**src/rtl/psm_pkg.sv**
```systemverilog
package psm_pkg;
   // ----------------------------------------------------------------
   // clocking and idle timer
   // ----------------------------------------------------------------
   localparam int unsigned CLK_PERIOD_NS = 20;                 // oscillator clock, 50 MHz
   localparam int unsigned TC_DIV        = 10;                 // instruction clock = oscillator / 10
   localparam int unsigned PRE_W         = 4;                  // prescaler width for the divide
   localparam logic [3:0]  PRE_LAST      = 4'(TC_DIV - 1);     // last prescaler count before a tick
   localparam logic [3:0]  PRE_RST       = 4'h0;
   localparam int unsigned TMR_W         = 16;                 // idle timer width
   localparam logic [15:0] START_DLY     = 16'h0100;           // 256 instruction cycles of start-up
   localparam logic [15:0] TMR_RST       = 16'hFFFF;           // idle timer value after reset
   localparam int unsigned TGL_BIT       = 13;                 // idle timer bit whose toggle wakes idle
   localparam int unsigned PORT_L_W      = 8;                  // port l wakeup lines

   // ----------------------------------------------------------------
   // reset values of control bits
   // ----------------------------------------------------------------
   localparam logic DLY_EN_RST  = 1'b0;
   localparam logic IRQ_EN_RST  = 1'b0;
   localparam logic PND_RST     = 1'b0;

   // gray order along run -> halt -> start-up; idle hangs off run
   typedef enum logic [1:0] {
      PSM_RUN   = 2'b00,
      PSM_HALT  = 2'b01,
      PSM_START = 2'b11,
      PSM_IDLE  = 2'b10
   } psm_state_t;
endpackage

```
**src/rtl/psm_tmr_if.sv**
```systemverilog
`timescale 1ns/1ps
// control and status between the sequencer and its idle timer
interface psm_tmr_if;
   logic ce;     // global clock enable
   logic run;    // timer clock present (oscillator running)
   logic load;   // load the start-up delay
   logic tgl13;  // one-cycle pulse: watched bit toggled
   logic zero;   // counter stands at zero

   modport ctrl (output ce, output run, output load, input tgl13, input zero);
   modport tmr  (input ce, input run, input load, output tgl13, output zero);
endinterface

```
**src/rtl/psm_ctrl.sv**
```systemverilog
`timescale 1ns/1ps
// Function
// - halt flag stops oscillator, clocks, timers
// - idle flag keeps oscillator, supervisor, idle timer
// - low power freezes all state except idle timer
// - halt inhibits supervisor; clock monitor faults output
// - halt exits on port l, clock-out rise (rc option only), reset
// - crystal wakeup: oscillator, load 256, count
// - instruction clock is oscillator divided by ten
// - rc delay only when delay bit set
// - halt-disable option: halt flag stays zero
// - idle exits on reset, port l, bit-13 toggle
// - bit-13 toggle sets idle tick pending flag
// - idle tick interrupt only when enable set
// - enabled idle wake runs service routine first
// - disabled idle wake resumes at next instruction
// - idle timer: 16-bit hidden free-running down-counter
// - halt refused while port l wakeup pending
module psm_ctrl #(
   parameter bit HALT_DISABLE = 1'b0,   // mask option: halt mode disabled
   parameter bit CLK_CRYSTAL  = 1'b1    // clock option: crystal/resonator, else rc
) (
   input  wire logic                         i_clk,
   input  wire logic                         i_rst,
   input  wire logic                         i_ce,
   input  wire logic                         i_port_g_wr,
   input  wire logic                         i_port_g_bit_seven,
   input  wire logic                         i_port_g_bit_six,
   input  wire logic                         i_cfg_wr,
   input  wire logic                         i_rc_startup_delay_enable,
   input  wire logic                         i_irq_en_wr,
   input  wire logic                         i_idle_tick_irq_enable,
   input  wire logic                         i_idle_tick_pending_clr,
   input  wire logic [psm_pkg::PORT_L_W-1:0] i_port_l_wakeup_en,
   input  wire logic [psm_pkg::PORT_L_W-1:0] i_port_l_wakeup_pnd,
   input  wire logic                         i_clock_out_pin,
   input  wire logic                         i_clkmon_en,
   output logic                              o_halt_flag,
   output logic                              o_idle_flag,
   output logic                              o_osc_run,
   output logic                              o_logic_clk_en,
   output logic                              o_exec_en,
   output logic                              o_state_hold,
   output logic                              o_supervisor_detect_en,
   output logic                              o_supervisor_fault_out_n,
   output logic                              o_rc_startup_delay_enable,
   output logic                              o_idle_tick_pending,
   output logic                              o_idle_tick_irq_enable,
   output logic                              o_idle_tick_irq,
   output logic                              o_resume,
   output logic                              o_resume_to_isr
);
   // ----------------------------------------------------------------
   // idle timer
   // ----------------------------------------------------------------
   psm_tmr_if tmr ();

   psm_idle_timer #(
      .W (psm_pkg::TMR_W)
   ) u_timer (
      .i_clk (i_clk),
      .i_rst (i_rst),
      .t     (tmr.tmr)
   );

   // ----------------------------------------------------------------
   // clock-out pin synchroniser and rising edge
   // ----------------------------------------------------------------
   logic cko_s1_q;
   logic cko_s2_q;
   logic cko_prev_q;
   logic cko_rise;

   // the pin is asynchronous; two flops before any decode
   always_ff @(posedge i_clk or posedge i_rst) begin
      if (i_rst) begin
         cko_s1_q   <= 1'b0;
         cko_s2_q   <= 1'b0;
         cko_prev_q <= 1'b0;
      end else if (i_ce) begin
         cko_s1_q   <= i_clock_out_pin;
         cko_s2_q   <= cko_s1_q;
         cko_prev_q <= cko_s2_q;
      end
   end

   // crystal builds make the pin a dedicated output, so its edge is ignored
   assign cko_rise = !CLK_CRYSTAL && cko_s2_q && !cko_prev_q;

   // ----------------------------------------------------------------
   // request and wake decode
   // ----------------------------------------------------------------
   psm_pkg::psm_state_t state_q;
   psm_pkg::psm_state_t state_d;
   logic                wake_l;
   logic                halt_req;
   logic                idle_req;
   logic                dly_en_q;
   logic                dly_en_d;
   logic                use_delay;
   logic                halt_wake;
   logic                idle_wake;
   logic                pnd_q;
   logic                pnd_d;
   logic                irq_en_q;
   logic                irq_en_d;

   assign wake_l    = |(i_port_l_wakeup_en & i_port_l_wakeup_pnd);
   // pending enabled port l bits block halt entry; mask option blocks it too
   assign halt_req  = i_port_g_wr && i_port_g_bit_seven && !HALT_DISABLE && !wake_l;
   assign idle_req  = i_port_g_wr && i_port_g_bit_six && !halt_req;
   assign halt_wake = wake_l || cko_rise;
   assign idle_wake = wake_l || tmr.tgl13;
   // crystal always waits for the oscillator; rc only when asked to
   assign use_delay = CLK_CRYSTAL || dly_en_q;
   assign dly_en_d  = i_cfg_wr ? i_rc_startup_delay_enable : dly_en_q;
   assign irq_en_d  = i_irq_en_wr ? i_idle_tick_irq_enable : irq_en_q;
   // a toggle in the same cycle as a clear wins
   assign pnd_d     = tmr.tgl13 || (pnd_q && !i_idle_tick_pending_clr);

   // ----------------------------------------------------------------
   // sequencer
   // ----------------------------------------------------------------
   always_comb begin
      state_d = state_q;
      unique case (state_q)
         psm_pkg::PSM_RUN: begin
            if (halt_req) begin
               state_d = psm_pkg::PSM_HALT;
            end else if (idle_req) begin
               state_d = psm_pkg::PSM_IDLE;
            end
         end
         psm_pkg::PSM_HALT: begin
            if (halt_wake) begin
               state_d = use_delay ? psm_pkg::PSM_START : psm_pkg::PSM_RUN;
            end
         end
         psm_pkg::PSM_START: begin
            if (tmr.zero) begin
               state_d = psm_pkg::PSM_RUN;
            end
         end
         psm_pkg::PSM_IDLE: begin
            if (idle_wake) begin
               state_d = psm_pkg::PSM_RUN;
            end
         end
      endcase
   end

   // timer clock follows the oscillator: stopped only in halt
   assign tmr.ce   = i_ce;
   assign tmr.run  = (state_q != psm_pkg::PSM_HALT);
   assign tmr.load = (state_q == psm_pkg::PSM_HALT) && halt_wake && use_delay;

   // state and flags
   always_ff @(posedge i_clk or posedge i_rst) begin
      if (i_rst) begin
         state_q  <= psm_pkg::PSM_RUN;
         dly_en_q <= psm_pkg::DLY_EN_RST;
         pnd_q    <= psm_pkg::PND_RST;
         irq_en_q <= psm_pkg::IRQ_EN_RST;
      end else if (i_ce) begin
         state_q  <= state_d;
         dly_en_q <= dly_en_d;
         pnd_q    <= pnd_d;
         irq_en_q <= irq_en_d;
      end
   end

   // ----------------------------------------------------------------
   // registered outputs, decoded from the next state
   // ----------------------------------------------------------------
   logic run_d;
   logic halt_d;
   logic resume_d;

   assign run_d    = (state_d == psm_pkg::PSM_RUN);
   assign halt_d   = (state_d == psm_pkg::PSM_HALT);
   assign resume_d = run_d && (state_q != psm_pkg::PSM_RUN);

   // everything but the idle timer freezes outside run, so state is kept
   always_ff @(posedge i_clk or posedge i_rst) begin
      if (i_rst) begin
         o_halt_flag               <= 1'b0;
         o_idle_flag               <= 1'b0;
         o_osc_run                 <= 1'b1;
         o_logic_clk_en            <= 1'b1;
         o_exec_en                 <= 1'b1;
         o_state_hold              <= 1'b0;
         o_supervisor_detect_en    <= 1'b1;
         o_supervisor_fault_out_n  <= 1'b1;
         o_rc_startup_delay_enable <= psm_pkg::DLY_EN_RST;
         o_idle_tick_pending       <= psm_pkg::PND_RST;
         o_idle_tick_irq_enable    <= psm_pkg::IRQ_EN_RST;
         o_idle_tick_irq           <= 1'b0;
         o_resume                  <= 1'b0;
         o_resume_to_isr           <= 1'b0;
      end else if (i_ce) begin
         o_halt_flag               <= halt_d || (state_d == psm_pkg::PSM_START);
         o_idle_flag               <= (state_d == psm_pkg::PSM_IDLE);
         o_osc_run                 <= !halt_d;
         o_logic_clk_en            <= run_d;
         o_exec_en                 <= run_d;
         o_state_hold              <= !run_d;
         o_supervisor_detect_en    <= run_d || (state_d == psm_pkg::PSM_IDLE);
         // stopped oscillator seen by an enabled clock monitor pulls the pin low
         o_supervisor_fault_out_n  <= !(halt_d && i_clkmon_en);
         o_rc_startup_delay_enable <= dly_en_d;
         o_idle_tick_pending       <= pnd_d;
         o_idle_tick_irq_enable    <= irq_en_d;
         o_idle_tick_irq           <= pnd_d && irq_en_d;
         o_resume                  <= resume_d;
         o_resume_to_isr           <= resume_d && pnd_d && irq_en_d;
      end else begin
         o_resume                  <= 1'b0;
         o_resume_to_isr           <= 1'b0;
      end
   end

   // ----------------------------------------------------------------
   // checks
   // ----------------------------------------------------------------
   property p_halt_entry;
      @(posedge i_clk) disable iff (i_rst)
      (i_ce && state_q == psm_pkg::PSM_RUN && halt_req) |=> o_halt_flag && !o_osc_run && !o_exec_en;
   endproperty
   a_halt_entry: assert property (p_halt_entry) else $error("halt entry did not stop clocks");

   property p_idle_entry;
      @(posedge i_clk) disable iff (i_rst)
      (i_ce && state_q == psm_pkg::PSM_RUN && idle_req) |=> o_osc_run && !o_exec_en && o_supervisor_detect_en;
   endproperty
   a_idle_entry: assert property (p_idle_entry) else $error("idle entry wrong clocks");

   property p_halt_fault;
      @(posedge i_clk) disable iff (i_rst)
      (i_ce && halt_d && i_clkmon_en) |=> !o_supervisor_fault_out_n && !o_supervisor_detect_en;
   endproperty
   a_halt_fault: assert property (p_halt_fault) else $error("clock monitor fault missing in halt");

   property p_halt_disabled;
      @(posedge i_clk) disable iff (i_rst)
      HALT_DISABLE |-> !o_halt_flag;
   endproperty
   a_halt_disabled: assert property (p_halt_disabled) else $error("halt flag set with halt disabled");

   property p_halt_refused;
      @(posedge i_clk) disable iff (i_rst)
      (i_ce && state_q == psm_pkg::PSM_RUN && wake_l) |=> !o_halt_flag;
   endproperty
   a_halt_refused: assert property (p_halt_refused) else $error("halt entered with wakeup pending");

   property p_idle_exit;
      @(posedge i_clk) disable iff (i_rst)
      (i_ce && state_q == psm_pkg::PSM_IDLE && tmr.tgl13) |=> o_exec_en && o_resume && o_idle_tick_pending;
   endproperty
   a_idle_exit: assert property (p_idle_exit) else $error("idle did not end on timer toggle");

   property p_pnd_set;
      @(posedge i_clk) disable iff (i_rst)
      (i_ce && tmr.tgl13 && i_idle_tick_pending_clr) |=> o_idle_tick_pending;
   endproperty
   a_pnd_set: assert property (p_pnd_set) else $error("toggle lost against clear");

   property p_irq_gate;
      @(posedge i_clk) disable iff (i_rst)
      o_idle_tick_irq |-> o_idle_tick_pending && o_idle_tick_irq_enable;
   endproperty
   a_irq_gate: assert property (p_irq_gate) else $error("interrupt without enable");

   property p_start_done;
      @(posedge i_clk) disable iff (i_rst)
      (i_ce && state_q == psm_pkg::PSM_START && tmr.zero) |=> o_exec_en && !o_halt_flag && o_resume;
   endproperty
   a_start_done: assert property (p_start_done) else $error("no resume after start-up delay");

   property p_rc_nodelay;
      @(posedge i_clk) disable iff (i_rst)
      (i_ce && state_q == psm_pkg::PSM_HALT && halt_wake && !use_delay) |=> o_exec_en;
   endproperty
   a_rc_nodelay: assert property (p_rc_nodelay) else $error("rc wake delayed with delay bit clear");

   c_halt_wake: cover property (@(posedge i_clk) disable iff (i_rst) state_q == psm_pkg::PSM_START ##1 o_resume);
   c_idle_isr: cover property (@(posedge i_clk) disable iff (i_rst) o_resume_to_isr);
   c_idle_l: cover property (@(posedge i_clk) disable iff (i_rst) state_q == psm_pkg::PSM_IDLE && wake_l);
endmodule

```
**src/rtl/psm_idle_timer.sv**
```systemverilog
`timescale 1ns/1ps
module psm_idle_timer #(
   parameter int unsigned W = psm_pkg::TMR_W
) (
   input  wire logic i_clk,
   input  wire logic i_rst,
   psm_tmr_if.tmr    t
);
   // ----------------------------------------------------------------
   // prescaler and down-counter
   // ----------------------------------------------------------------
   logic [psm_pkg::PRE_W-1:0] pre_q;
   logic [W-1:0]              cnt_q;
   logic [W-1:0]              cnt_dec;
   logic                      tick;

   // one instruction-cycle tick every ten oscillator clocks
   assign tick    = t.ce && t.run && !t.load && (pre_q == psm_pkg::PRE_LAST);
   assign cnt_dec = cnt_q - W'(1);
   assign t.tgl13 = tick && (cnt_q[psm_pkg::TGL_BIT] != cnt_dec[psm_pkg::TGL_BIT]);
   assign t.zero  = (cnt_q == '0);

   // counter free-runs whenever the oscillator does; software has no access
   always_ff @(posedge i_clk or posedge i_rst) begin
      if (i_rst) begin
         pre_q <= psm_pkg::PRE_RST;
         cnt_q <= W'(psm_pkg::TMR_RST);
      end else if (t.ce) begin
         if (t.load) begin
            pre_q <= psm_pkg::PRE_RST;                 // restart divide so the delay is exact
            cnt_q <= W'(psm_pkg::START_DLY);
         end else if (t.run) begin
            pre_q <= tick ? psm_pkg::PRE_RST : pre_q + 4'h1;
            if (tick) begin
               cnt_q <= cnt_dec;
            end
         end
      end
   end

   // ----------------------------------------------------------------
   // checks
   // ----------------------------------------------------------------
   property p_load_delay;
      @(posedge i_clk) disable iff (i_rst)
      (t.ce && t.load) |=> (cnt_q == W'(psm_pkg::START_DLY)) && (pre_q == psm_pkg::PRE_RST);
   endproperty
   a_load_delay: assert property (p_load_delay) else $error("start-up delay not loaded");

   // cycles since the last tick, held at the divide's last count; a counter keeps
   // the ten-cycle spacing check cheap instead of unrolling a long repetition
   logic [psm_pkg::PRE_W-1:0] gap_q;

   always_ff @(posedge i_clk or posedge i_rst) begin
      if (i_rst) begin
         gap_q <= psm_pkg::PRE_LAST;
      end else if (t.ce) begin
         if (tick) begin
            gap_q <= psm_pkg::PRE_RST;
         end else if (gap_q != psm_pkg::PRE_LAST) begin
            gap_q <= gap_q + 4'h1;
         end
      end
   end

   property p_tick_div;
      @(posedge i_clk) disable iff (i_rst)
      tick |-> (gap_q == psm_pkg::PRE_LAST);
   endproperty
   a_tick_div: assert property (p_tick_div) else $error("instruction tick faster than divide");

   property p_hold_when_stopped;
      @(posedge i_clk) disable iff (i_rst)
      (!t.run && !t.load) |=> $stable(cnt_q);
   endproperty
   a_hold_when_stopped: assert property (p_hold_when_stopped) else $error("timer moved without clock");

   c_tgl: cover property (@(posedge i_clk) disable iff (i_rst) t.tgl13);
endmodule

```
**config.mk**
```make
export PLATFORM = sky130hd
export DESIGN_NAME = psm_ctrl
export DESIGN_NICKNAME = d
export VERILOG_FILES = /design/src/rtl/psm_pkg.sv /design/src/rtl/psm_tmr_if.sv /design/src/rtl/psm_ctrl.sv /design/src/rtl/psm_idle_timer.sv
export SDC_FILE = /design/constraint.sdc
export NUM_CORES = 1
export LEC_CHECK = 0
export BUFFER_PORTS_ARGS = -buffer_cell sky130_fd_sc_hd__clkbuf_2
export CAP_MARGIN = 40
export CORE_MARGIN = 2
export CORE_UTILIZATION = 45
export DETAILED_ROUTE_END_ITERATION = 8
export MAX_ROUTING_LAYER = met4
export PLACE_DENSITY = 0.69
export SLEW_MARGIN = 15
export SYNTH_ARGS = -nofsm -noshare
export SYNTH_HDL_FRONTEND = slang
export SYNTH_SLANG_ARGS = --single-unit
```
**constraint.sdc**
```tcl
create_clock -name i_clk -period 3.56 [get_ports i_clk]
set_clock_uncertainty 0.05 [all_clocks]
set_input_delay 0.534 -clock i_clk [delete_from_list [all_inputs] [get_ports i_clk]]
set_output_delay 0.534 -clock i_clk [all_outputs]
set_load 0.02 [all_outputs]
```
==> results <==
- The H-tree generated during clock tree synthesis spans 2 levels.
- The remaining number of nets flagged by the antenna check after routing is 0.
- The total count of max-transition violations in the final report came to 0.
- The antenna diode count is 0.
- On the critical path the largest part of the delay comes from compound AO/OA/AOI/OAI gates.
- The TritonCTS clock tree is yes.
- For the pin with the worst max-slew slack, the measured transition is 711 ps.
- For this run, the post-layout net count is 249.
- The flow ran to the end, and the final reports show no timing, DRC or antenna violations.
- For the worst setup path, the data arrival time is approximately 2500 ps.
- The count of final hold-check violations is 0.
- More flip-flops sit in one register than any other, and that register is u_timer.cnt_q.
- For this design, the CTS-stage hold fixing added 0 buffers.
- The via count of the first global-routing pass is between 1000 and 1500.
- After legalization and detailed placement, the total HPWL measured 2790 µm.
- The clock transition at the register clock pins on the worst setup and hold paths after CTS is ~70 ps.
- The total number of yosys warnings is 0.
- The most common cell after layout, fill and taps aside is clkbuf_2.
- The final setup violation count is 0.
- The part of the cycle the worst path needs is 68.2%.
- The critical path goes through inv_1 > ha_1 > and3b_1 > nand4_1 > o311ai_4 > o21ai_0 > o32a_1.
- In the layout the commonest cells are clkbuf_2 (41), nor2_1 (21), dfstp_2 (20).
- The layer flagged by global routing as most heavily used is met2.
- The type of the setup path with the least slack is register to register.
- For met1 alone, demand over resource in global routing was approximately a quarter.
- For this run, the register share of the synthesized area comes to between 50% and 60%.
- The worst path in the final design needs a cycle of between 2000 and 2500 ps, including I/O delays and setup.
- The die covers 0.00452 mm².
- The routed wirelength normalized by instance count is 14.1 µm.
- The global-route wire length before repair is between 6000 and 7000 µm.
- After synthesis the cells add up to 0.00180 mm².
- The number of enable-type register cells in the synthesized netlist is 0.
- For this run, asynchronously set or reset flops after synthesis account for 100%.
- From synthesis to final layout, the design area changed by 20.0%.
- Measured against its own limit, the worst slew margin works out to between 50% and 60%.
- The number of optimization iterations in the first detailed-route pass is 4.
- For this run, the top clock speed supported by timing is 0.412 GHz.
- The mean instance size in the synthesized netlist is 10.5 µm².
- The number of buffers added on ports is slightly above 40.
- The net count after synthesis is 203.
- The TritonCTS sink count is 35.
- Wires add up to 3740 µm.
- The number of standard cells after synthesis is 171.
- The data required time of the critical path is 3680 ps.
- The die is 67.3 µm wide.
- The worst-case setup margin in the final layout is 1130 ps.
- The initialized floorplan defines 22 standard-cell rows.
- The largest registers in the layout are u_timer.cnt_q: 16 flops, u_timer.pre_q: 4 flops, state_q: 2 flops.
- The residual overflow from global routing is 0.
- The met2 global-route usage is 32.2%.
- Among all flip-flop cells after synthesis, the most frequent one is dfstp_2.
- The register with the most flip-flops in the layout has 16 of them.
- The kind of start point of the critical path is a register.
- STA classifies the critical path endpoint as a register.
- The violation count after the first detailed-route iteration is 46.
- The min-delay analysis places its worst path in the category input pin to asynchronous set/reset pin.
- The die span in y is 67.3 µm.
- The number of CTS-inserted buffers is 5.
- The met3 track utilization from global routing is 5.00%.
- The fraction of layout instances using a drive strength above 1 is 37.6%.
- The maximum number of pins on one net before global-route repair is 26.
- The placer's final routability congestion estimate is 0.732.
- The largest single stage delay on the critical path is 410 ps.
- The final sum of negative setup slack is 0 ps.
- Global routing used 20.1% of the available tracks across all layers.
- The cell area power density is 637 mW/mm².
- The number of buffers and inverters on the critical path is 1.
- Setup repair after global routing left no endpoint under its margin.
- OpenSTA, run right after detailed placement, puts the worst setup slack at 966 ps.
- The count of vias placed by the detailed router is 1442.
- In this run the count of I/O pins placed on the die edge is 43.
- The clock insertion delay at the later pin of the skew report is 280 ps.
- The largest vdd supply drop is 0.000291 V.
- The number of different library cells in the post-synthesis netlist is 45.
- The area of the placeable core is roughly 0.0037 mm².
- The biggest fanout along the worst timing path is 8.
- The post-cts sizing count is 0.
- The clock tree buffer depth is 2.
- The effective utilization at floorplan is between 40% and 50%.
- In the routed design, unresolved DRC markers number 0.
- The reported leakage power is ~0.93 nW.
- The via density per instance is 5.42.
- The number of setup buffers added after CTS is 0.
- The largest individual stage delay along the critical path comes from the cell dfrtp_1.
- The synthesized design contains 35 register bits.
- Max-cap violations in this run came to 0.
- The master cell of the clock root buffer is clkbuf_8.
- The number of antenna violations at the first check in global routing was 0.
-- through the flow --
| stage | power [mW] | hold slack, ps | cells | utilization [%] | instance area [µm²] |
|---|---|---|---|---|---|
| after floorplan | 0.935 | 423 | 171 | - | 1800 |
| after global placement | 1.04 | 408 | 257 | 54.8 | 2050 |
| after detailed placement | 1.06 | 413 | 257 | 54.8 | 2050 |
| after CTS | 1.38 | 305 | 265 | 57.5 | 2150 |
| after global routing | 1.46 | 344 | 266 | 57.7 | 2160 |
| final | 1.38 | 286 | 266 | 57.7 | 2160 |
-- Yosys cell counts (all sizes together), types with 3 or more instances --
cell / n / share of area (%)
ha: 3 / 2.1
o21ai: 9 / 2.5
inv: 8 / 1.7
mux2: 3 / 1.9
nand2: 10 / 2.1
dfstp: 20 / 29
nand4: 3 / 1.0
or3: 4 / 1.7
nor2: 21 / 4.4
a21oi: 3 / 0.83
xnor2: 13 / 6.3
nand3: 4 / 1.1
a22oi: 4 / 1.7
and2: 3 / 1.1
nor3: 7 / 1.9
nor4: 6 / 2.1
dfrtp: 15 / 21
nand2b: 4 / 1.5
-- logic make-up (layout without fill, tap and decap cells) --
group,after synthesis,in the layout,share of synthesized area (%)
and+or+nand+nor,71,71,20.8
DFF,35,35,50.0
AOI/OAI and AO/OA,31,31,14.6
xor gates and xnor gates,15,15,7.30
buffers and inverters,12,59,2.78
muxes,4,4,2.43
adders and majority gates,3,3,2.09
-- report_power, final --
group	switching [mW]	total [mW]	internal, mW	leakage [nW]
combinational	0.243	0.425	0.182	0.491
clock	0.139	0.316	0.177	0.0515
sequential	0.0976	0.635	0.537	0.391
-- layout make-up --
| cell class | instances | area, µm² |
|---|---|---|
| Sequential cell | 35 | 901 |
| Timing Repair Buffer | 43 | 220 |
| Fill cell | 336 | 1580 |
| Multi-Input combinational cell | 124 | 850 |
| Clock buffer | 8 | 100 |
| Inverter | 8 | 30.0 |
| Tap cell | 48 | 60.1 |
-- final timing paths --
check                                  startpoint                      to  slack [ps]  cells after the start
max in group asynchronous                   i_rst        u_timer.cnt_q[7]        2400                      3
setup / recovery                 u_timer.pre_q[1]            o_state_hold        1130                      7
hold reg to reg            o_supervisor_detect_en  o_supervisor_detect_en         420                      2
hold / removal                              i_rst                o_resume         290                      2
setup reg to reg                 u_timer.pre_q[1]            o_state_hold        1130                      7
min in group i_clk         o_supervisor_detect_en  o_supervisor_detect_en         420                      2
-- routing by layer --
metal	up-vias	routed length [µm]
met1	701	1780
met4	0	40
met5	-	0
met3	5	187
li1	702	-
met2	34	1740
Note: power is estimated with default switching activity, not from simulation.
